`src/logic/dti_cfg.svh`:
```
`ifndef DTI_CFG_SVH
`define DTI_CFG_SVH
// register indices; byte address is four times the index
`define DTI_IDX_LOW_CMP 8'h22
`define DTI_IDX_HIGH_CMP 8'h23
`define DTI_IDX_RUN 8'h20
`define DTI_IDX_MODE 8'h24
`define DTI_IDX_TOGGLE 8'h25
`define DTI_IDX_SYSCLK 8'h26
`define DTI_IDX_STATUS 8'h27
// run_ctrl_reg fields
`define DTI_RUN_T0 0
`define DTI_RUN_T1 1
`define DTI_RUN_PRE 7
// timer_mode_reg fields
`define DTI_MODE_T0SRC 1:0
`define DTI_MODE_T1SRC 3:2
`define DTI_MODE_PAIR 5:4
// toggle_ctrl_reg fields
`define DTI_TOG_FORCE 1:0
`define DTI_TOG_INV_EN 2
`define DTI_TOG_SEL 3
`define DTI_TOG_DBUF 6
// sysclk_ctrl_zero fields
`define DTI_SYS_PRESRC 1:0
// reset values
`define DTI_RST_RUN 8'h00
`define DTI_RST_MODE 8'h00
`define DTI_RST_TOGGLE 8'h03
`define DTI_RST_SYSCLK 8'h00
// axi responses
`define DTI_RESP_OKAY 2'h0
`define DTI_RESP_SLVERR 2'h2
`endif

```
`src/logic/dti_pkg.sv`:
```
package dti_pkg;
  // pair operating mode, field encoding
  typedef enum logic [1:0] {
    DTI_MODE_8BIT = 2'h0,
    DTI_MODE_16BIT = 2'h1,
    DTI_MODE_PPG = 2'h2,
    DTI_MODE_PWM = 2'h3
  } dti_mode_t;
  // prescaler source encoding
  typedef enum logic [1:0] {
    DTI_PSRC_GEAR = 2'h0,
    DTI_PSRC_LOW = 2'h1,
    DTI_PSRC_HIGH16 = 2'h2,
    DTI_PSRC_RSVD = 2'h3
  } dti_psrc_t;
  // toggle force field encoding
  typedef enum logic [1:0] {
    DTI_TOG_INVERT = 2'h0,
    DTI_TOG_CLEAR = 2'h1,
    DTI_TOG_SET = 2'h2,
    DTI_TOG_KEEP = 2'h3
  } dti_tog_t;
endpackage

```
`src/logic/dti_timer.sv`:
```
`timescale 1ns/1ps
`include "dti_cfg.svh"
// Function
// - two 8-bit timers, cascadable to 16 bits
// - four modes: 8bit, 16bit, ppg, pwm
// - per-timer counter, comparator, register; shared toggle
// - 9-bit prescaler makes four ticks
// - prescaler fed by selected source divided by four
// - reset selects geared clock source
// - tick periods source times 8,32,128,2048
// - prescaler run bit starts; clear zeroes, halts
// - timer 0 counts pin or three fastest ticks
// - timer 1 counts overflow, tick or match
// - pair mode 01 cascade, 00 eight-bit default
// - run bits start, stop, clear counters
// - match on equality; zero compare matches overflow
// - dbuf_enable gates timer 0 compare buffer
// - buffer loads at pwm overflow, ppg cycle
// - shared address; buffered write updates buffer only
// - compare registers write-only at their addresses
// - match clears counter in 8bit and 16bit modes (ppg clears at cycle end, pwm runs free); raises timer interrupt
// - toggle inverts with match when enabled
// - low byte write suspends compare until high
// - force field clears, sets or inverts toggle
module dti_timer
  import dti_pkg::*;
(
  input wire logic aclk,
  input wire logic aresetn,
  input wire logic [7:0] s_axi_awaddr,
  input wire logic s_axi_awvalid,
  output logic s_axi_awready,
  input wire logic [31:0] s_axi_wdata,
  input wire logic [3:0] s_axi_wstrb,
  input wire logic s_axi_wvalid,
  output logic s_axi_wready,
  output logic [1:0] s_axi_bresp,
  output logic s_axi_bvalid,
  input wire logic s_axi_bready,
  input wire logic [7:0] s_axi_araddr,
  input wire logic s_axi_arvalid,
  output logic s_axi_arready,
  output logic [31:0] s_axi_rdata,
  output logic [1:0] s_axi_rresp,
  output logic s_axi_rvalid,
  input wire logic s_axi_rready,
  input wire logic geared_clock,
  input wire logic low_osc,
  input wire logic high_osc,
  input wire logic ext_count_in,
  output logic shared_toggle_ff,
  output logic first_timer_irq,
  output logic second_timer_irq
);

  // ==========================================================
  // register bus
  logic [7:0] aw_idx_reg;
  logic aw_held_reg;
  logic [7:0] w_data_reg;
  logic w_strb_reg;
  logic w_held_reg;
  logic [7:0] run_ctrl_reg;
  logic [7:0] timer_mode_reg;
  logic [7:0] toggle_ctrl_reg;
  logic [7:0] sysclk_ctrl_zero;
  logic [7:0] low_compare_value;
  logic [7:0] low_compare_buf;
  logic [7:0] high_compare_value;
  logic cmp_suspend_reg;
  logic wr_fire;
  logic wr_ok;
  logic [7:0] ar_idx;

  assign wr_fire = aw_held_reg && w_held_reg && !s_axi_bvalid;
  assign wr_ok = (aw_idx_reg == `DTI_IDX_LOW_CMP) || (aw_idx_reg == `DTI_IDX_HIGH_CMP) ||
    (aw_idx_reg == `DTI_IDX_RUN) || (aw_idx_reg == `DTI_IDX_MODE) ||
    (aw_idx_reg == `DTI_IDX_TOGGLE) || (aw_idx_reg == `DTI_IDX_SYSCLK) ||
    (aw_idx_reg == `DTI_IDX_STATUS);
  assign ar_idx = {2'h0, s_axi_araddr[7:2]};

  // address and data are taken in either order and held
  always_ff @(posedge aclk) begin
    if (!aresetn) begin
      aw_held_reg <= 1'b0;
      aw_idx_reg <= 8'h00;
      s_axi_awready <= 1'b0;
    end else if (s_axi_awvalid && s_axi_awready) begin
      aw_held_reg <= 1'b1;
      aw_idx_reg <= {2'h0, s_axi_awaddr[7:2]};
      s_axi_awready <= 1'b0;
    end else begin
      if (wr_fire) aw_held_reg <= 1'b0;
      s_axi_awready <= !aw_held_reg && !s_axi_bvalid && !s_axi_awready;
    end
  end

  always_ff @(posedge aclk) begin
    if (!aresetn) begin
      w_held_reg <= 1'b0;
      w_data_reg <= 8'h00;
      w_strb_reg <= 1'b0;
      s_axi_wready <= 1'b0;
    end else if (s_axi_wvalid && s_axi_wready) begin
      w_held_reg <= 1'b1;
      w_data_reg <= s_axi_wdata[7:0];
      w_strb_reg <= s_axi_wstrb[0];
      s_axi_wready <= 1'b0;
    end else begin
      if (wr_fire) w_held_reg <= 1'b0;
      s_axi_wready <= !w_held_reg && !s_axi_bvalid && !s_axi_wready;
    end
  end

  // response follows both halves; unmapped index answers slverr
  always_ff @(posedge aclk) begin
    if (!aresetn) begin
      s_axi_bvalid <= 1'b0;
      s_axi_bresp <= `DTI_RESP_OKAY;
    end else if (wr_fire) begin
      s_axi_bvalid <= 1'b1;
      s_axi_bresp <= wr_ok ? `DTI_RESP_OKAY : `DTI_RESP_SLVERR;
    end else if (s_axi_bready) begin
      s_axi_bvalid <= 1'b0;
    end
  end

  logic wr_en;
  assign wr_en = wr_fire && w_strb_reg;

  // plain control registers; only the low byte lane carries data
  always_ff @(posedge aclk) begin
    if (!aresetn) begin
      run_ctrl_reg <= `DTI_RST_RUN;
      timer_mode_reg <= `DTI_RST_MODE;
      toggle_ctrl_reg <= `DTI_RST_TOGGLE;
      sysclk_ctrl_zero <= `DTI_RST_SYSCLK;
    end else if (wr_en) begin
      if (aw_idx_reg == `DTI_IDX_RUN) run_ctrl_reg <= w_data_reg;
      if (aw_idx_reg == `DTI_IDX_MODE) timer_mode_reg <= w_data_reg;
      if (aw_idx_reg == `DTI_IDX_TOGGLE) toggle_ctrl_reg <= w_data_reg;
      if (aw_idx_reg == `DTI_IDX_SYSCLK) sysclk_ctrl_zero <= w_data_reg;
    end
  end

  dti_mode_t pair_mode_sel;
  logic dbuf_enable;
  logic buf_load;
  assign pair_mode_sel = dti_mode_t'(timer_mode_reg[`DTI_MODE_PAIR]);
  assign dbuf_enable = toggle_ctrl_reg[`DTI_TOG_DBUF];

  // compare registers, with the timer 0 buffer behind one address
  always_ff @(posedge aclk) begin
    if (!aresetn) begin
      low_compare_value <= 8'h00;
      low_compare_buf <= 8'h00;
      high_compare_value <= 8'h00;
    end else begin
      if (wr_en && aw_idx_reg == `DTI_IDX_LOW_CMP) begin
        low_compare_buf <= w_data_reg;
        if (!dbuf_enable) low_compare_value <= w_data_reg;
      end else if (buf_load) begin
        low_compare_value <= low_compare_buf;
      end
      if (wr_en && aw_idx_reg == `DTI_IDX_HIGH_CMP) high_compare_value <= w_data_reg;
    end
  end

  // low byte write parks the 16-bit comparator until the high byte lands
  always_ff @(posedge aclk) begin
    if (!aresetn) begin
      cmp_suspend_reg <= 1'b0;
    end else if (wr_en && aw_idx_reg == `DTI_IDX_HIGH_CMP) begin
      cmp_suspend_reg <= 1'b0;
    end else if (wr_en && aw_idx_reg == `DTI_IDX_LOW_CMP) begin
      cmp_suspend_reg <= 1'b1;
    end
  end

  // ==========================================================
  // prescaler
  logic ext_sync1_reg;
  logic ext_sync2_reg;
  logic ext_last_reg;
  logic gear_last_reg;
  logic low_last_reg;
  logic high_last_reg;
  logic [3:0] high_div_reg;
  logic [1:0] pre_div4_reg;
  logic [8:0] pre_cnt_reg;
  logic src_pulse;
  logic pre_in;
  logic prescaler_run;
  logic tick_div8;
  logic tick_div32;
  logic tick_div128;
  logic tick_div2048;
  logic ext_pulse;

  assign prescaler_run = run_ctrl_reg[`DTI_RUN_PRE];

  // external pin synchronised before edge detection
  always_ff @(posedge aclk) begin
    if (!aresetn) begin
      ext_sync1_reg <= 1'b0;
      ext_sync2_reg <= 1'b0;
      ext_last_reg <= 1'b0;
    end else begin
      ext_sync1_reg <= ext_count_in;
      ext_sync2_reg <= ext_sync1_reg;
      ext_last_reg <= ext_sync2_reg;
    end
  end
  assign ext_pulse = ext_sync2_reg && !ext_last_reg;

  // source clocks arrive as levels; rising edges become enables
  always_ff @(posedge aclk) begin
    if (!aresetn) begin
      gear_last_reg <= 1'b0;
      low_last_reg <= 1'b0;
      high_last_reg <= 1'b0;
      high_div_reg <= 4'h0;
    end else begin
      gear_last_reg <= geared_clock;
      low_last_reg <= low_osc;
      high_last_reg <= high_osc;
      if (high_osc && !high_last_reg) high_div_reg <= high_div_reg + 4'h1;
    end
  end

  // reserved source code gives no count; that code is software's to avoid
  always_comb begin
    case (dti_psrc_t'(sysclk_ctrl_zero[`DTI_SYS_PRESRC]))
      DTI_PSRC_GEAR: src_pulse = geared_clock && !gear_last_reg;
      DTI_PSRC_LOW: src_pulse = low_osc && !low_last_reg;
      DTI_PSRC_HIGH16: src_pulse = high_osc && !high_last_reg && (&high_div_reg);
      default: src_pulse = 1'b0;
    endcase
  end
  assign pre_in = prescaler_run && src_pulse && (&pre_div4_reg);

  // stopping zeroes both the divide-by-four stage and the 9-bit count
  always_ff @(posedge aclk) begin
    if (!aresetn || !prescaler_run) begin
      pre_div4_reg <= 2'h0;
      pre_cnt_reg <= 9'h000;
    end else begin
      if (src_pulse) pre_div4_reg <= pre_div4_reg + 2'h1;
      if (pre_in) pre_cnt_reg <= pre_cnt_reg + 9'h001;
    end
  end

  // ticks at source times 8, 32, 128 and 2048
  assign tick_div8 = pre_in && pre_cnt_reg[0];
  assign tick_div32 = pre_in && (&pre_cnt_reg[2:0]);
  assign tick_div128 = pre_in && (&pre_cnt_reg[4:0]);
  assign tick_div2048 = pre_in && (&pre_cnt_reg[8:0]);

  // ==========================================================
  // up counters and comparators
  logic [7:0] cnt0_reg;
  logic [7:0] cnt1_reg;
  logic [7:0] cnt0_inc;
  logic [7:0] cnt1_inc;
  logic [15:0] cnt16_inc;
  logic t0_tick;
  logic t1_tick;
  logic t0_ovf;
  logic match0;
  logic match1;
  logic match16;
  logic cycle_end;
  logic run0;
  logic run1;

  assign run0 = run_ctrl_reg[`DTI_RUN_T0];
  assign run1 = run_ctrl_reg[`DTI_RUN_T1];
  assign cnt0_inc = cnt0_reg + 8'h01;
  assign cnt1_inc = cnt1_reg + 8'h01;
  assign cnt16_inc = {cnt1_reg, cnt0_reg} + 16'h0001;

  // timer 0 source: pin or the three fastest ticks
  always_comb begin
    case (timer_mode_reg[`DTI_MODE_T0SRC])
      2'h0: t0_tick = ext_pulse;
      2'h1: t0_tick = tick_div8;
      2'h2: t0_tick = tick_div32;
      default: t0_tick = tick_div128;
    endcase
  end

  // equality on the incremented count also covers a zero compare
  assign t0_ovf = run0 && t0_tick && (cnt0_reg == 8'hFF);
  assign match0 = run0 && t0_tick && (cnt0_inc == low_compare_value);
  assign match16 = run0 && run1 && t0_tick && !cmp_suspend_reg &&
    (cnt16_inc == {high_compare_value, low_compare_value});
  assign cycle_end = (pair_mode_sel == DTI_MODE_PPG) ? run0 && t0_tick &&
    (cnt0_inc == high_compare_value) : t0_ovf;

  // timer 1 source depends on the pair mode
  always_comb begin
    if (pair_mode_sel == DTI_MODE_16BIT) begin
      t1_tick = t0_ovf;
    end else begin
      case (timer_mode_reg[`DTI_MODE_T1SRC])
        2'h0: t1_tick = match0;
        2'h1: t1_tick = tick_div8;
        2'h2: t1_tick = tick_div128;
        default: t1_tick = tick_div2048;
      endcase
    end
  end
  assign match1 = run1 && t1_tick && (cnt1_inc == high_compare_value);

  // buffer moves only in the pulse modes
  assign buf_load = dbuf_enable && cycle_end &&
    (pair_mode_sel == DTI_MODE_PPG || pair_mode_sel == DTI_MODE_PWM);

  // a stopped timer is held at zero
  always_ff @(posedge aclk) begin
    if (!aresetn || !run0) begin
      cnt0_reg <= 8'h00;
    end else if (t0_tick) begin
      case (pair_mode_sel)
        DTI_MODE_8BIT: cnt0_reg <= match0 ? 8'h00 : cnt0_inc;
        DTI_MODE_16BIT: cnt0_reg <= match16 ? 8'h00 : cnt0_inc;
        DTI_MODE_PPG: cnt0_reg <= cycle_end ? 8'h00 : cnt0_inc;
        default: cnt0_reg <= cnt0_inc;
      endcase
    end
  end

  always_ff @(posedge aclk) begin
    if (!aresetn || !run1) begin
      cnt1_reg <= 8'h00;
    end else if (pair_mode_sel == DTI_MODE_16BIT) begin
      if (match16) cnt1_reg <= 8'h00;
      else if (t1_tick) cnt1_reg <= cnt1_inc;
    end else if (pair_mode_sel == DTI_MODE_8BIT && t1_tick) begin
      cnt1_reg <= match1 ? 8'h00 : cnt1_inc;
    end
  end

  // ==========================================================
  // interrupts and toggle
  logic irq0_next;
  logic irq1_next;
  logic tog_hw;
  logic tog_sw;
  dti_tog_t tog_cmd;

  always_comb begin
    case (pair_mode_sel)
      DTI_MODE_8BIT: begin
        irq0_next = match0;
        irq1_next = match1;
        tog_hw = toggle_ctrl_reg[`DTI_TOG_SEL] ? match1 : match0;
      end
      DTI_MODE_16BIT: begin
        irq0_next = match0;
        irq1_next = match16;
        tog_hw = match16;
      end
      default: begin
        irq0_next = match0;
        irq1_next = 1'b0;
        tog_hw = match0 || cycle_end;
      end
    endcase
  end

  always_ff @(posedge aclk) begin
    if (!aresetn) begin
      first_timer_irq <= 1'b0;
      second_timer_irq <= 1'b0;
    end else begin
      first_timer_irq <= irq0_next;
      second_timer_irq <= irq1_next;
    end
  end

  assign tog_sw = wr_en && aw_idx_reg == `DTI_IDX_TOGGLE;
  assign tog_cmd = dti_tog_t'(w_data_reg[`DTI_TOG_FORCE]);

  // software force wins over a match in the same cycle
  always_ff @(posedge aclk) begin
    if (!aresetn) begin
      shared_toggle_ff <= 1'b0;
    end else if (tog_sw && tog_cmd != DTI_TOG_KEEP) begin
      case (tog_cmd)
        DTI_TOG_CLEAR: shared_toggle_ff <= 1'b0;
        DTI_TOG_SET: shared_toggle_ff <= 1'b1;
        default: shared_toggle_ff <= !shared_toggle_ff;
      endcase
    end else if (toggle_ctrl_reg[`DTI_TOG_INV_EN] && tog_hw) begin
      shared_toggle_ff <= !shared_toggle_ff;
    end
  end

  // ==========================================================
  // read path; compare registers read as zero
  always_ff @(posedge aclk) begin
    if (!aresetn) begin
      s_axi_arready <= 1'b0;
      s_axi_rvalid <= 1'b0;
      s_axi_rdata <= 32'h0000_0000;
      s_axi_rresp <= `DTI_RESP_OKAY;
    end else if (s_axi_arvalid && s_axi_arready) begin
      s_axi_arready <= 1'b0;
      s_axi_rvalid <= 1'b1;
      s_axi_rresp <= `DTI_RESP_OKAY;
      case (ar_idx)
        `DTI_IDX_RUN: s_axi_rdata <= {24'h000000, run_ctrl_reg};
        `DTI_IDX_MODE: s_axi_rdata <= {24'h000000, timer_mode_reg};
        `DTI_IDX_TOGGLE: s_axi_rdata <= {24'h000000, toggle_ctrl_reg};
        `DTI_IDX_SYSCLK: s_axi_rdata <= {24'h000000, sysclk_ctrl_zero};
        `DTI_IDX_STATUS: s_axi_rdata <= {14'h0000, cmp_suspend_reg, shared_toggle_ff,
          cnt1_reg, cnt0_reg};
        `DTI_IDX_LOW_CMP, `DTI_IDX_HIGH_CMP: s_axi_rdata <= 32'h0000_0000;
        default: begin
          s_axi_rdata <= 32'h0000_0000;
          s_axi_rresp <= `DTI_RESP_SLVERR;
        end
      endcase
    end else if (s_axi_rvalid) begin
      if (s_axi_rready) s_axi_rvalid <= 1'b0;
    end else begin
      s_axi_arready <= !s_axi_arready;
    end
  end

endmodule

```
`config.mk`:
```
export PLATFORM = sky130hd
export DESIGN_NAME = dti_timer
export DESIGN_NICKNAME = d
export VERILOG_FILES = /design/src/logic/dti_pkg.sv /design/src/logic/dti_timer.sv
export VERILOG_INCLUDE_DIRS = /design/src /design/src/logic
export SDC_FILE = /design/constraint.sdc
export NUM_CORES = 1
export LEC_CHECK = 0
export BUFFER_PORTS_ARGS = -buffer_cell sky130_fd_sc_hd__buf_4
export CORE_MARGIN = 2
export CORE_UTILIZATION = 53
export CTS_CLUSTER_SIZE = 24
export DETAILED_ROUTE_END_ITERATION = 10
export GPL_TIMING_DRIVEN = 0
export PLACE_DENSITY_LB_ADDON = 0.15
export RECOVER_POWER = 100
export SYNTH_ARGS = -nofsm -noshare
export SYNTH_HDL_FRONTEND = slang
export SYNTH_SLANG_ARGS = --single-unit
```
`constraint.sdc`:
```
create_clock -name aclk -period 4.91 [get_ports aclk]
set_input_delay 0 -clock aclk [delete_from_list [all_inputs] [get_ports aclk]]
set_output_delay 0 -clock aclk [all_outputs]
set_load 0.05 [all_outputs]
```
### Yosys cells after proc, flatten, opt, wreduce, memory -nomap -nowiden

Cells that the tools add are included.

* register bits: 155
* bits in latches: 0
* bits in writable memories: 0
* ROM bits: 0
* bits of input ports: 63
* output and inout port bits: 44
* logic and storage cells: 201
* memories: 0

* add/subtract/negate cells: 6
* multipliers: 0
* div/mod/pow operators: 0
* $lt $le $gt $ge: 0
* equal/unequal tests: 33
* shift operators: 0
* mux-type cells: 34
* bitwise logic cells: 1
* reductions and logical operators: 92

Operators with widths (count)
* case mux 18 bit (5 select lines): 1
* two-way mux 8 bit: 11
* == test 6 bit (second input constant): 14
* logical AND 1 bit: 39
* == test 8 bit: 3
* case mux 8 bit (3 select lines): 1
* adder 16 x 1 -> 16 bit (second input constant): 1
* adder 8 x 1 -> 8 bit (second input constant): 2
* == test 16 bit: 1
* zero test 1 bit: 16
* AND reduction 2 bit: 7
* two-way mux 1 bit: 13
* == test 2 bit (second input constant): 6
* nonzero test 2 bit: 6
* logical OR 1 bit: 11
* == test 2 x 1 -> 1 bit (second input constant): 5
* adder 9 x 1 -> 9 bit (second input constant): 1
* case mux 1 bit (3 select lines): 3
* AND reduction 9 bit: 1
* == test 8 bit (second input constant): 1
* zero test 2 bit: 4
* OR reduction 2 bit: 4
* OR reduction 7 bit: 1
* case mux 1 bit (2 select lines): 3
* 9 further kinds: 11

### Logic depth before layout (Yosys ltp)

Gate-level depths: netlist of run 1.

* depth after elaboration: 19
* depth in mapped cells: 13
* gate-level depth less buffers: 12

### Worst setup path before layout of run 1

Ideal clock, no wire load.

* path kind: register to register
* from: register cnt0_reg[1]
* to: register cnt0_reg[3]
* library setup time: 0.122 ns
* data arrival time: 2.884 ns
* path slack: 1.904 ns
* stages on the path, launching flop included: 13
* buffers on the path: 2
* clock period less this slack: 3.006 ns
* path through: dfxtp_1 ha_1 buf_6 and4_4 buf_6 a211o_1 a31o_1 nor4_4 nand2_2 or4b_4 a211o_1 nand4b_1 a31oi_1

* cells in the longest elaborated chain, start to end: 6
* elaborated cells on any way between the ends: 15
* those cells by class: add/sub (2); eq/ne (4); mux (5); reduce/logical (4)

RTL lines
* from (decl): RTL line dti_timer.sv:261 `logic [7:0] cnt0_reg;`
* from (signal assigned): RTL line dti_timer.sv:325 `DTI_MODE_8BIT: cnt0_reg <= match0 ? 8'h00 : cnt0_inc;`
* from (signal assigned): RTL line dti_timer.sv:326 `DTI_MODE_16BIT: cnt0_reg <= match16 ? 8'h00 : cnt0_inc;`
* from (signal assigned): RTL line dti_timer.sv:327 `DTI_MODE_PPG: cnt0_reg <= cycle_end ? 8'h00 : cnt0_inc;`
* parallel branches: the longest is 5 deep, another holds adder 16 x 1 -> 16 bit
* case mux 8 bit (3 select lines) *: RTL line dti_timer.sv:324 `case (pair_mode_sel)`

Mark *: on every way between the ends.
A chain may end at the register's enable or synchronous reset.

### Final worst setup path of run 1

* from: register cnt0_reg[1]
* to: register shared_toggle_ff

* cells in the longest elaborated chain, start to end: 11
* elaborated cells on any way between the ends: 20
* those cells by class: add/sub (2); eq/ne (4); mux (5); reduce/logical (9)

RTL lines
* adder 8 x 1 -> 8 bit: RTL line dti_timer.sv:278 `assign cnt0_inc = cnt0_reg + 8'h01;`
* == test 8 bit: RTL line dti_timer.sv:294 `assign match0 = run0 && t0_tick && (cnt0_inc == low_compare_value);`
* logical AND 1 bit: RTL line dti_timer.sv:294
* case mux 1 bit (3 select lines): RTL line dti_timer.sv:305 `` case (timer_mode_reg[`DTI_MODE_T1SRC]) ``
* two-way mux 1 bit: RTL line dti_timer.sv:302 `if (pair_mode_sel == DTI_MODE_16BIT) begin`
* logical AND 1 bit (2 in series): RTL line dti_timer.sv:313 `assign match1 = run1 && t1_tick && (cnt1_inc == high_compare_value);`
* two-way mux 1 bit: RTL line dti_timer.sv:357 `` tog_hw = toggle_ctrl_reg[`DTI_TOG_SEL] ? match1 : match0; ``
* case mux 1 bit (2 select lines) *: RTL line dti_timer.sv:353 `case (pair_mode_sel)`
* logical AND 1 bit *: RTL line dti_timer.sv:395 `` end else if (toggle_ctrl_reg[`DTI_TOG_INV_EN] && tog_hw) begin ``
* nonzero test 2 bit (no line) *
* to (signal assigned): RTL line dti_timer.sv:393 `default: shared_toggle_ff <= !shared_toggle_ff;`
* to (signal assigned): RTL line dti_timer.sv:396 `shared_toggle_ff <= !shared_toggle_ff;`
* to (decl): RTL line dti_timer.sv:51 `output logic shared_toggle_ff,`

Every way passes the cells marked *; elsewhere a longest branch is shown, timed or not.

==> results of run 1 <==
==> routing by layer <==
layer | vias to the layer above | track usage, % | wire, um
met1 | 2956 | 33.4 | 8150
met2 | 173 | 44.4 | 9080
met4 | 0 | 10.5 | 324
met3 | 24 | 4.89 | 843
met5 | - | 0 | 0
li1 | 3010 | - | -
==> final cells by class <==
type | count | area share, %
Multi-Input combinational cell | 592 | 46.0
Inverter | 10 | 0.443
Tap cell | 176 | 2.60
Timing Repair Buffer | 87 | 7.28
Sequential cell | 139 | 32.8
Clock inverter | 7 | 1.36
Buffer | 68 | 3.80
Clock buffer | 23 | 5.64
==> synth_stat cells, drive strengths merged, types with 10 or more instances <==
| library cell | count | area share [%] |
|---|---|---|
| and3 | 11 | 0.98 |
| nor2 | 37 | 2.0 |
| nand3 | 20 | 1.5 |
| buf | 29 | 2.7 |
| ha | 10 | 1.8 |
| dfxtp | 139 | 40 |
| a21oi | 16 | 1.2 |
| inv | 10 | 0.53 |
| a22o | 10 | 1.2 |
| nor2b | 44 | 3.9 |
| xor2 | 20 | 2.5 |
| nor3 | 17 | 1.2 |
| clkbuf | 39 | 2.1 |
| and2 | 21 | 1.9 |
| a31oi | 17 | 1.5 |
| mux2i | 47 | 6.7 |
| a21boi | 27 | 2.9 |
| nand2 | 98 | 5.3 |
| nor4 | 10 | 1.1 |
| xnor2 | 23 | 2.9 |
| nand4 | 11 | 0.98 |
| o21ai | 28 | 2.0 |
==> metrics by stage <==
stage	area, um^2	total power [mW]	worst slack (ns)	std cells
after global placement	7740	1.39	1.49	1043
after floorplan	7090	1.33	1.90	809
after global routing	8470	2.77	0.543	1102
after detailed placement	7740	1.40	1.36	1043
final	8470	2.69	0.759	1102
after CTS	8620	2.71	1.29	1102
==> worst max-delay path, delay by kind of cell, from the launching register on <==
family / cells / cell delay, ns
and+or+nand+nor: 4 / 0.90
adders and majority gates: 1 / 0.21
AOI/OAI and AO/OA: 4 / 1.71
DFF: 1 / 0.46
xor gates and xnor gates: 1 / 0.18
buffers and inverters: 2 / 0.62
==> cell families (layout without fill, tap and decap cells) <==
| group | count (synthesis) | after routing | share of synthesized area [%] |
|---|---|---|---|
| simple gates | 321 | 321 | 24.5 |
| compound gates | 144 | 144 | 14.6 |
| flops | 139 | 139 | 39.6 |
| buf+inv | 78 | 195 | 5.34 |
| mux | 56 | 56 | 8.13 |
| xor+xnor | 45 | 45 | 6.02 |
| fa+ha+maj | 10 | 10 | 1.78 |
| other cells | 1 | 16 | 0.0533 |
==> worst paths after layout <==
check / start / to / slack, ns / depth (start not counted)
max reg2reg: cnt0_reg[1]$_SDFFE_PP0N_ / shared_toggle_ff$_SDFFE_PN0P_ / 0.76 / 12
max: cnt0_reg[1]$_SDFFE_PP0N_ / shared_toggle_ff$_SDFFE_PN0P_ / 0.76 / 12
min: aresetn / cnt1_reg[5]$_SDFFE_PP0P_ / 0.03 / 3
min reg2reg: w_held_reg$_SDFFE_PN0P_ / s_axi_wready$_SDFF_PP0_ / 0.45 / 1
==> where the power goes <==
group          leakage (nW)  internal (mW)  switching [mW]  total [mW]
combinational          1.66         0.0764           0.135       0.211
sequential             1.12           1.15          0.0226        1.17
clock                 0.285          0.832           0.471        1.30
total                  3.07           2.06           0.628        2.69
==> timing repair <==
item	in CTS	in global routing
setup endpoints to repair	0	0
hold buffers	29	0
endpoints found under the hold margin	22	0
==> impl_metrics.xml, run 1 <==
<?xml version="1.0" encoding="UTF-8"?>
<metrics>
  <group name="status">
    <metric name="run_status" unit="">complete, but fails checks</metric>
    <metric name="violations_in_the_final_reports" unit="">max-capacitance violations</metric>
  </group>
  <group name="logic_synthesis">
    <metric name="netlist_area" unit="um^2">7030</metric>
    <metric name="avgSynthCellArea" unit="um^2">8.85</metric>
    <metric name="postSynthCellCount" unit="">794</metric>
    <metric name="seq_area_frac_synth" unit="%">39.6</metric>
    <metric name="post_synthesis_cell_type_count" unit="">70</metric>
    <metric name="synthFlopType" unit="">dfxtp_1</metric>
    <metric name="synth_edf_count" unit="">0</metric>
    <metric name="synth_warnings" unit="">0</metric>
    <metric name="synth_seq_cells" unit="">139</metric>
    <metric name="synthArstFlopShare" unit="%">0</metric>
  </group>
  <group name="cells_and_area">
    <metric name="combined_flip_flop_and_latch_cell_area" unit="um^2">2780</metric>
    <metric name="mostFrequentLayoutCells" unit="">dfxtp_1 (139), nand2_1 (97), clkbuf_1 (78), mux2i_1 (47), buf_4 (45)</metric>
    <metric name="multiInputGateArea" unit="um^2">3900</metric>
    <metric name="antennaDiodeCount" unit="">0</metric>
    <metric name="nets" unit="">988</metric>
    <metric name="finalCoreUtilization" unit="%">64.8</metric>
    <metric name="mostFrequentLayoutCell" unit="">dfxtp_1</metric>
    <metric name="largest_reg_flops" unit="">18</metric>
    <metric name="n_fill_cell" unit="">1100</metric>
    <metric name="layout-drive-gt1-share" unit="%">10.3</metric>
    <metric name="area_growth_syn_to_layout" unit="%">20.5</metric>
  </group>
  <group name="worst_setup_path">
    <metric name="cpMaxStageDelayCell" unit="">a2111oi_2</metric>
    <metric name="category_of_the_worst_setup_path_launch_point" unit="">register</metric>
    <metric name="crit_top_cell" unit="">clkbuf_1</metric>
    <metric name="critical-path-max-stage-delay" unit="ns">1.05</metric>
    <metric name="cp_data_required_time" unit="ns">5.27</metric>
    <metric name="worst-setup-path-type" unit="">register to register</metric>
    <metric name="end_kind" unit="">register</metric>
    <metric name="cp_cell_sequence" unit="">ha_1, clkbuf_1, and4_2, clkbuf_1, nand2_1, xnor2_1, nor4_4, o2111ai_1, a2111oi_2, a211oi_2, nor2_1, o221a_1</metric>
    <metric name="cp.arrival" unit="ns">4.51</metric>
    <metric name="cp_max_fo" unit="">9</metric>
  </group>
  <group name="placement">
    <metric name="buffer_ports.inserted" unit="">58</metric>
    <metric name="dp_hpwl" unit="mm">13.0</metric>
    <metric name="routabilityCongestion" unit="">0.929</metric>
  </group>
  <group name="routing">
    <metric name="num_vias" unit="">6163</metric>
    <metric name="route.detailed.vias_per_inst" unit="">5.59</metric>
    <metric name="postRouteAntennaNets" unit="">0</metric>
    <metric name="drt_pre_antenna_iters" unit="">5</metric>
    <metric name="drc" unit="">0</metric>
    <metric name="dr.first_iter.drc_count" unit="">452</metric>
    <metric name="post_drt_wl_per_cell" unit="um">16.7</metric>
    <metric name="wl" unit="mm">18.4</metric>
  </group>
  <group name="power_and_ir_drop">
    <metric name="vdd_ir_drop_max" unit="V">0.000257</metric>
    <metric name="power_leakage" unit="nW">3.07</metric>
    <metric name="power_density" unit="nW/um^2">317</metric>
  </group>
  <group name="floorplanning">
    <metric name="core_region_area" unit="um^2">13100</metric>
    <metric name="die-width" unit="um">119</metric>
    <metric name="die_h" unit="um">119</metric>
    <metric name="row_count" unit="">42</metric>
    <metric name="ioPinCount" unit="">107</metric>
    <metric name="die_area" unit="um^2">14200</metric>
    <metric name="start_util" unit="%">53.7</metric>
  </group>
  <group name="cts">
    <metric name="cts_tree" unit="">done</metric>
    <metric name="clock-root-buffer" unit="">clkbuf_16</metric>
    <metric name="numCtsBuffers" unit="">17</metric>
    <metric name="cts_setup_buffers" unit="">0</metric>
    <metric name="clockBufferDepth" unit="">2</metric>
    <metric name="cts_max_level" unit="">4</metric>
    <metric name="cts.reportedPaths.clkPinSlew" unit="ns">0.06</metric>
    <metric name="worst_skew_pair.late_latency" unit="ns">0.42</metric>
    <metric name="cts_resized" unit="">0</metric>
    <metric name="cts.sinks" unit="">139</metric>
  </group>
  <group name="global_route">
    <metric name="grt_first_pass_wirelength" unit="mm">29.6</metric>
    <metric name="grt_pass1_vias" unit="">5922</metric>
    <metric name="global_route.overflow_total" unit="">0</metric>
    <metric name="global_route.usage.total" unit="%">26.4</metric>
    <metric name="grt_antenna_before_repair" unit="">0</metric>
    <metric name="largest_net_degree_at_the_start_of_global_routing" unit="">17</metric>
  </group>
  <group name="job">
    <metric name="maxCapViolCount" unit="">1</metric>
  </group>
  <group name="timing">
    <metric name="finalCritPeriodShare" unit="%">84.5</metric>
    <metric name="period_needed" unit="ns">4.15</metric>
    <metric name="unrepaired_setup_endpoints_after_global_routing" unit="">no</metric>
    <metric name="slew_headroom" unit="%">1.24</metric>
    <metric name="setup_violations" unit="">0</metric>
    <metric name="final_max_slew_viol_count" unit="">0</metric>
    <metric name="max_slew.worst_pin.slew" unit="ns">1.47</metric>
    <metric name="skew" unit="ns">0.00674</metric>
    <metric name="holdWs" unit="ns">0.0348</metric>
    <metric name="final_hold_viol_count" unit="">0</metric>
    <metric name="clock.fmax" unit="GHz">0.241</metric>
    <metric name="final.setup.tns" unit="ns">0</metric>
  </group>
  <group name="worst_hold_path">
    <metric name="holdCritPathClass" unit="">input port to register</metric>
  </group>
</metrics>
Power figures use the tool's default switching activity.
==> run 2: changes to the inputs <==
Settings changed: CORE_UTILIZATION 53 to 52.
Clock period 4.91 ns to 3.8 ns, I/O delays scaled along.
==> impl_metrics.xml, run 2 (synthesized netlist as in run 1, its figures left out) <==
<?xml version="1.0" encoding="UTF-8"?>
<metrics>
  <group name="floorplanning">
    <metric name="start_util" unit="%">53.1</metric>
    <metric name="row_count" unit="">42</metric>
    <metric name="core_region_area" unit="um^2">13200</metric>
    <metric name="die_area" unit="um^2">14500</metric>
    <metric name="die_h" unit="um">120</metric>
    <metric name="die-width" unit="um">120</metric>
    <metric name="ioPinCount" unit="">107</metric>
  </group>
  <group name="power_and_ir_drop">
    <metric name="power.combinational.fraction" unit="%">7.7</metric>
    <metric name="clock_power_share" unit="%">49.5</metric>
    <metric name="vdd_ir_drop_max" unit="V">0.000333</metric>
    <metric name="power.share.sequential" unit="%">42.8</metric>
    <metric name="net-switching-power" unit="mW">0.826</metric>
    <metric name="swShare" unit="%">23.3</metric>
    <metric name="power_density" unit="nW/um^2">414</metric>
    <metric name="power_leakage" unit="nW">3.10</metric>
    <metric name="internal_power" unit="mW">2.72</metric>
  </group>
  <group name="worst_hold_path">
    <metric name="holdCritPathClass" unit="">input port to register</metric>
  </group>
  <group name="timing">
    <metric name="slew_headroom" unit="%">2.85</metric>
    <metric name="final_max_slew_viol_count" unit="">0</metric>
    <metric name="finalCritPeriodShare" unit="%">95.6</metric>
    <metric name="unrepaired_setup_endpoints_after_global_routing" unit="">no</metric>
    <metric name="max_slew.worst_pin.slew" unit="ns">1.45</metric>
    <metric name="setup_violations" unit="">0</metric>
    <metric name="final_hold_viol_count" unit="">0</metric>
    <metric name="final.setup.tns" unit="ns">0</metric>
    <metric name="skew" unit="ns">0.00666</metric>
    <metric name="clock.fmax" unit="GHz">0.275</metric>
    <metric name="period_needed" unit="ns">3.63</metric>
  </group>
  <group name="job">
    <metric name="maxCapViolCount" unit="">0</metric>
  </group>
  <group name="routing">
    <metric name="drt_pre_antenna_iters" unit="">6</metric>
    <metric name="dr.first_iter.drc_count" unit="">490</metric>
    <metric name="route.detailed.vias_per_inst" unit="">5.61</metric>
    <metric name="drc" unit="">0</metric>
    <metric name="postRouteAntennaNets" unit="">0</metric>
    <metric name="num_vias" unit="">6194</metric>
    <metric name="wl" unit="mm">18.1</metric>
    <metric name="post_drt_wl_per_cell" unit="um">16.4</metric>
  </group>
  <group name="placement">
    <metric name="dpl-instance-area" unit="um^2">7740</metric>
    <metric name="dp_hpwl" unit="mm">13.0</metric>
    <metric name="buffer_ports.inserted" unit="">58</metric>
    <metric name="routabilityCongestion" unit="">0.945</metric>
    <metric name="place.detailed.instances" unit="">1043</metric>
  </group>
  <group name="global_route">
    <metric name="global_route.overflow_total" unit="">0</metric>
    <metric name="grt_pass1_vias" unit="">5791</metric>
    <metric name="grt_antenna_before_repair" unit="">0</metric>
    <metric name="global_route.usage.total" unit="%">25.4</metric>
    <metric name="grt_first_pass_wirelength" unit="mm">29.0</metric>
    <metric name="largest_net_degree_at_the_start_of_global_routing" unit="">17</metric>
  </group>
  <group name="status">
    <metric name="run_status" unit="">completed</metric>
  </group>
  <group name="cells_and_area">
    <metric name="nets" unit="">988</metric>
    <metric name="mostFrequentLayoutCell" unit="">dfxtp_1</metric>
    <metric name="design_area" unit="um^2">8550</metric>
    <metric name="layout-drive-gt1-share" unit="%">11.3</metric>
    <metric name="final-instance-count-excl-fill" unit="">1104</metric>
    <metric name="area_growth_syn_to_layout" unit="%">21.6</metric>
    <metric name="mostFrequentLayoutCells" unit="">dfxtp_1 (139), nand2_1 (97), clkbuf_1 (74), mux2i_1 (47), buf_4 (45)</metric>
    <metric name="n_fill_cell" unit="">1167</metric>
    <metric name="largest_reg_flops" unit="">18</metric>
    <metric name="antennaDiodeCount" unit="">0</metric>
  </group>
  <group name="worst_setup_path">
    <metric name="worst-setup-path-type" unit="">register to register</metric>
    <metric name="category_of_the_worst_setup_path_launch_point" unit="">register</metric>
    <metric name="timing.reg2reg.setup_slack" unit="ns">0.17</metric>
    <metric name="cp_data_required_time" unit="ns">4.08</metric>
    <metric name="end_kind" unit="">register</metric>
    <metric name="cp.arrival" unit="ns">3.92</metric>
    <metric name="cp_max_fo" unit="">9</metric>
  </group>
  <group name="cts">
    <metric name="clock-root-buffer" unit="">clkbuf_16</metric>
    <metric name="numCtsBuffers" unit="">17</metric>
    <metric name="cts.reportedPaths.clkPinSlew" unit="ns">0.06</metric>
    <metric name="cts_resized" unit="">0</metric>
    <metric name="cts.sinks" unit="">139</metric>
    <metric name="cts_tree" unit="">done</metric>
    <metric name="cts_max_level" unit="">4</metric>
    <metric name="clockBufferDepth" unit="">2</metric>
    <metric name="worst_skew_pair.late_latency" unit="ns">0.42</metric>
  </group>
</metrics>
## run 2: per-stage QoR
| step | power, mW | setup slack, ns | util, % | hold slack (ns) |
|---|---|---|---|---|
| 6_report | 3.54 | 0.167 | 64.6 | 0.0361 |
| 5_1_grt | 3.64 | 0.0555 | 64.6 | 0.0921 |
| 4_1_cts | 3.57 | 0.300 | 65.4 | 0.0252 |
| 3_5_place_dp | 1.81 | 0.313 | 58.5 | 0.213 |
| 3_3_place_gp | 1.80 | 0.400 | 58.5 | 0.209 |
| 2_1_floorplan | 1.72 | 0.794 | - | 0.122 |
## run 2: final cells by class
class	count	area, um^2	share of cell area [%]
Inverter	10	37.5	0.439
Sequential cell	139	2780	32.5
Multi-Input combinational cell	592	3930	45.9
Tap cell	176	220	2.58
Timing Repair Buffer	87	617	7.21
Clock inverter	11	168	1.96
Clock buffer	21	460	5.38
Buffer	68	338	3.95
## run 2: path summary, 6_finish.rpt
path | end | cells past startpoint | startpoint
setup / recovery | cnt0_reg[3]$_SDFFE_PP0N_ | 12 | cnt0_reg[1]$_SDFFE_PP0N_
hold / removal | cnt1_reg[5]$_SDFFE_PP0P_ | 3 | aresetn
setup reg to reg | cnt0_reg[3]$_SDFFE_PP0N_ | 12 | cnt0_reg[1]$_SDFFE_PP0N_
hold reg to reg | ext_sync2_reg$_SDFF_PN0_ | 1 | ext_sync1_reg$_SDFF_PN0_
## run 2: power by group through the flow
stage	Clock (mW)	Sequential, mW	Combinational (mW)
finish	1.75	1.52	0.273
global route	1.83	1.52	0.292
CTS	1.77	1.52	0.282
detailed placement	0	1.55	0.259
global placement	0	1.55	0.256
floorplan	0	1.58	0.133
## run 2: layer usage
metal  up-vias  track usage [%]  part of all wire (%)  wire length (um)
met5         -                0                     0                 0
met4         0             9.59                   2.2               401
met3        37             4.58                   5.0               898
met2       199             42.4                    48              8680
met1      2943             32.8                    45              8160
li1       3015                -                     -                 -
## run 2: what timing repair did
| item | in CTS | in global routing |
|---|---|---|
| hold buffers | 29 | 0 |
| endpoints found under the hold margin | 22 | 0 |
| setup buffers | 0 | 0 |
## run 2: worst max-delay path, cell delays in order (launching register included)
cell,delay [ns]
dfxtp_1,0.49
ha_1,0.23
buf_6,0.14
and4_2,0.23
buf_6,0.12
and4_1,0.33
mux2i_1,0.12
nor4_1,0.31
o221ai_1,0.29
or4b_4,0.58
a211o_1,0.40
nand4b_1,0.14
a31oi_1,0.12
==> run 3: changes to the inputs <==
Settings changed: CORE_UTILIZATION 52 to 53, GPL_TIMING_DRIVEN 0 to not set.
Clock period 3.8 ns to 4.2 ns, I/O delays scaled along.
==> impl_metrics.xml, run 3 (synthesized netlist as in run 1, its figures left out) <==
<?xml version="1.0" encoding="UTF-8"?>
<metrics>
  <group name="status">
    <metric name="run_status" unit="">completed</metric>
  </group>
  <group name="cells_and_area">
    <metric name="mostFrequentLayoutCells" unit="">dfxtp_1 (139), nand2_1 (98), mux2i_1 (47), nor2b_1 (44)</metric>
    <metric name="combined_flip_flop_and_latch_cell_area" unit="um^2">2780</metric>
    <metric name="mostFrequentLayoutCell" unit="">dfxtp_1</metric>
    <metric name="nets" unit="">929</metric>
    <metric name="n_fill_cell" unit="">1157</metric>
    <metric name="largest_reg_flops" unit="">18</metric>
    <metric name="antennaDiodeCount" unit="">0</metric>
    <metric name="layout-drive-gt1-share" unit="%">8.42</metric>
    <metric name="finalCoreUtilization" unit="%">62.1</metric>
    <metric name="area_growth_syn_to_layout" unit="%">15.7</metric>
    <metric name="multiInputGateArea" unit="um^2">3890</metric>
    <metric name="final-instance-count-excl-fill" unit="">1043</metric>
  </group>
  <group name="worst_setup_path">
    <metric name="critical-path-top-delay-family" unit="">compound AO/OA/AOI/OAI gates</metric>
    <metric name="worst-setup-path-type" unit="">register to register</metric>
    <metric name="cp_max_fo" unit="">9</metric>
    <metric name="critical-path-max-stage-delay" unit="ns">0.97</metric>
    <metric name="cp.arrival" unit="ns">4.14</metric>
    <metric name="cp_cell_sequence" unit="">ha_1, and4_1, a211o_1, a31o_1, nor4_4, o2111ai_1, a2111oi_2, a211oi_1, nor2_1, o221a_1</metric>
    <metric name="worst_r2r_path_depth" unit="">10</metric>
    <metric name="cp.buffers_inverters" unit="">0</metric>
    <metric name="end_kind" unit="">register</metric>
    <metric name="cp_data_required_time" unit="ns">4.56</metric>
    <metric name="cpMaxStageDelayCell" unit="">a2111oi_2</metric>
    <metric name="critical_path_cell_count" unit="">10</metric>
    <metric name="category_of_the_worst_setup_path_launch_point" unit="">register</metric>
  </group>
  <group name="timing">
    <metric name="unrepaired_setup_endpoints_after_global_routing" unit="">no</metric>
    <metric name="finalCritPeriodShare" unit="%">89.9</metric>
    <metric name="clock.fmax" unit="GHz">0.265</metric>
    <metric name="final.setup.tns" unit="ns">0</metric>
    <metric name="skew" unit="ns">0.00633</metric>
    <metric name="holdWs" unit="ns">0.0671</metric>
    <metric name="final.setup.worst_slack" unit="ns">0.425</metric>
    <metric name="period_needed" unit="ns">3.77</metric>
    <metric name="setup_violations" unit="">0</metric>
    <metric name="max_slew.worst_pin.slew" unit="ns">1.24</metric>
    <metric name="slew_headroom" unit="%">17.5</metric>
    <metric name="final_hold_viol_count" unit="">0</metric>
    <metric name="final_max_slew_viol_count" unit="">0</metric>
  </group>
  <group name="power_and_ir_drop">
    <metric name="internal_power" unit="mW">2.24</metric>
    <metric name="net-switching-power" unit="mW">0.744</metric>
    <metric name="power_density" unit="nW/um^2">367</metric>
    <metric name="clock_power_share" unit="%">46.6</metric>
    <metric name="vdd_ir_drop_max" unit="V">0.000441</metric>
    <metric name="power.combinational.fraction" unit="%">7.3</metric>
    <metric name="swShare" unit="%">24.9</metric>
    <metric name="power_leakage" unit="nW">2.89</metric>
    <metric name="power.share.sequential" unit="%">46.0</metric>
  </group>
  <group name="global_route">
    <metric name="grt_pass1_vias" unit="">5560</metric>
    <metric name="gr-max-usage-layer" unit="">met2</metric>
    <metric name="use_met2" unit="%">41.1</metric>
    <metric name="global_route.overflow_total" unit="">0</metric>
    <metric name="globalRouteMet1Util" unit="%">31.0</metric>
    <metric name="grt_first_pass_wirelength" unit="mm">27.8</metric>
    <metric name="grt_util_met3" unit="%">6.03</metric>
    <metric name="grt_antenna_before_repair" unit="">0</metric>
    <metric name="global_route.usage.total" unit="%">24.5</metric>
    <metric name="largest_net_degree_at_the_start_of_global_routing" unit="">109</metric>
  </group>
  <group name="placement">
    <metric name="place.detailed.instances" unit="">984</metric>
    <metric name="dp_hpwl" unit="mm">11.7</metric>
    <metric name="buffer_ports.inserted" unit="">59</metric>
    <metric name="post-place-ws" unit="ns">0.684</metric>
    <metric name="routabilityCongestion" unit="">0.962</metric>
  </group>
  <group name="worst_hold_path">
    <metric name="holdCritPathClass" unit="">input port to register</metric>
    <metric name="instance_count_along_the_most_critical_hold_path" unit="">3</metric>
  </group>
  <group name="job">
    <metric name="maxCapViolCount" unit="">0</metric>
  </group>
  <group name="floorplanning">
    <metric name="die-width" unit="um">119</metric>
    <metric name="core_region_area" unit="um^2">13100</metric>
    <metric name="die_h" unit="um">119</metric>
    <metric name="start_util" unit="%">53.7</metric>
    <metric name="die_area" unit="um^2">14200</metric>
    <metric name="row_count" unit="">42</metric>
    <metric name="ioPinCount" unit="">107</metric>
  </group>
  <group name="cts">
    <metric name="cts.reportedPaths.clkPinSlew" unit="ns">0.06</metric>
    <metric name="cts.sinks" unit="">139</metric>
    <metric name="cts_tree" unit="">done</metric>
    <metric name="clockBufferDepth" unit="">2</metric>
    <metric name="cts_max_level" unit="">4</metric>
    <metric name="clock-root-buffer" unit="">clkbuf_16</metric>
    <metric name="cts_resized" unit="">0</metric>
    <metric name="numCtsBuffers" unit="">17</metric>
    <metric name="worst_skew_pair.late_latency" unit="ns">0.42</metric>
    <metric name="cts_setup_buffers" unit="">0</metric>
  </group>
  <group name="routing">
    <metric name="num_vias" unit="">5879</metric>
    <metric name="dr.first_iter.drc_count" unit="">372</metric>
    <metric name="wl" unit="mm">17.1</metric>
    <metric name="drc" unit="">0</metric>
    <metric name="post_drt_wl_per_cell" unit="um">16.4</metric>
    <metric name="route.detailed.vias_per_inst" unit="">5.64</metric>
    <metric name="postRouteAntennaNets" unit="">0</metric>
    <metric name="drt_pre_antenna_iters" unit="">5</metric>
  </group>
</metrics>
[run 3: cell count changes in the layout (fill, tap and decap cells not counted), sizes merged]
cell / before / now
buf: 54 / 32
bufinv: 4 / 1
clkbuf: 93 / 55
clkinv: 5 / 4
clkinvlp: 2 / 4
inv: 10 / 11
[run 3: cell type report]
cell class / instances / area share, %
Inverter: 10 / 0.462
Tap cell: 176 / 2.71
Clock inverter: 10 / 1.18
Clock buffer: 20 / 5.49
Timing Repair Buffer: 96 / 8.14
Multi-Input combinational cell: 592 / 47.8
Sequential cell: 139 / 34.2
[run 3: worst min-delay path, stage by stage]
cell,delay (ns)
buf_4,0.14
nand2_1,0.19
a21boi_0,0.11
[run 3: timing repair]
action / 4_1_cts / 5_1_grt
hold endpoints to repair: 22 / 0
hold buffers: 29 / 0
endpoints found under the setup margin: 0 / 0
[run 3: power by group through the flow]
stage                     clock [mW]  combinational, mW  sequential [mW]
final                           1.39              0.218             1.38
after global routing            1.46              0.235             1.38
after CTS                       1.41              0.229             1.37
after detailed placement           0              0.209             1.40
after global placement             0              0.205             1.40
after floorplan                    0              0.120             1.43
[run 3: worst paths after layout]
| path | from | endpoint | slack (ns) |
|---|---|---|---|
| max | cnt0_reg[1]$_SDFFE_PP0N_ | shared_toggle_ff$_SDFFE_PN0P_ | 0.43 |
| min | s_axi_awvalid | aw_held_reg$_SDFFE_PN0P_ | 0.07 |
| max reg2reg | cnt0_reg[1]$_SDFFE_PP0N_ | shared_toggle_ff$_SDFFE_PN0P_ | 0.43 |
| min reg2reg | ext_sync1_reg$_SDFF_PN0_ | ext_sync2_reg$_SDFF_PN0_ | 0.44 |
[run 3: routing by layer]
| metal | wire (um) | up-vias | part of all wire [%] |
|---|---|---|---|
| met4 | 248 | 0 | 1.5 |
| met2 | 8240 | 138 | 48 |
| met1 | 7740 | 2827 | 45 |
| met3 | 828 | 20 | 4.9 |
| li1 | - | 2894 | - |
| met5 | 0 | - | 0 |
[run 3: metrics by stage]
| stage | total power, mW | area [um^2] |
|---|---|---|
| after detailed placement | 1.61 | 7470 |
| after global placement | 1.61 | 7470 |
| final | 2.99 | 8130 |
| after global routing | 3.08 | 8130 |
| after CTS | 3.01 | 8300 |
| after floorplan | 1.55 | 7090 |
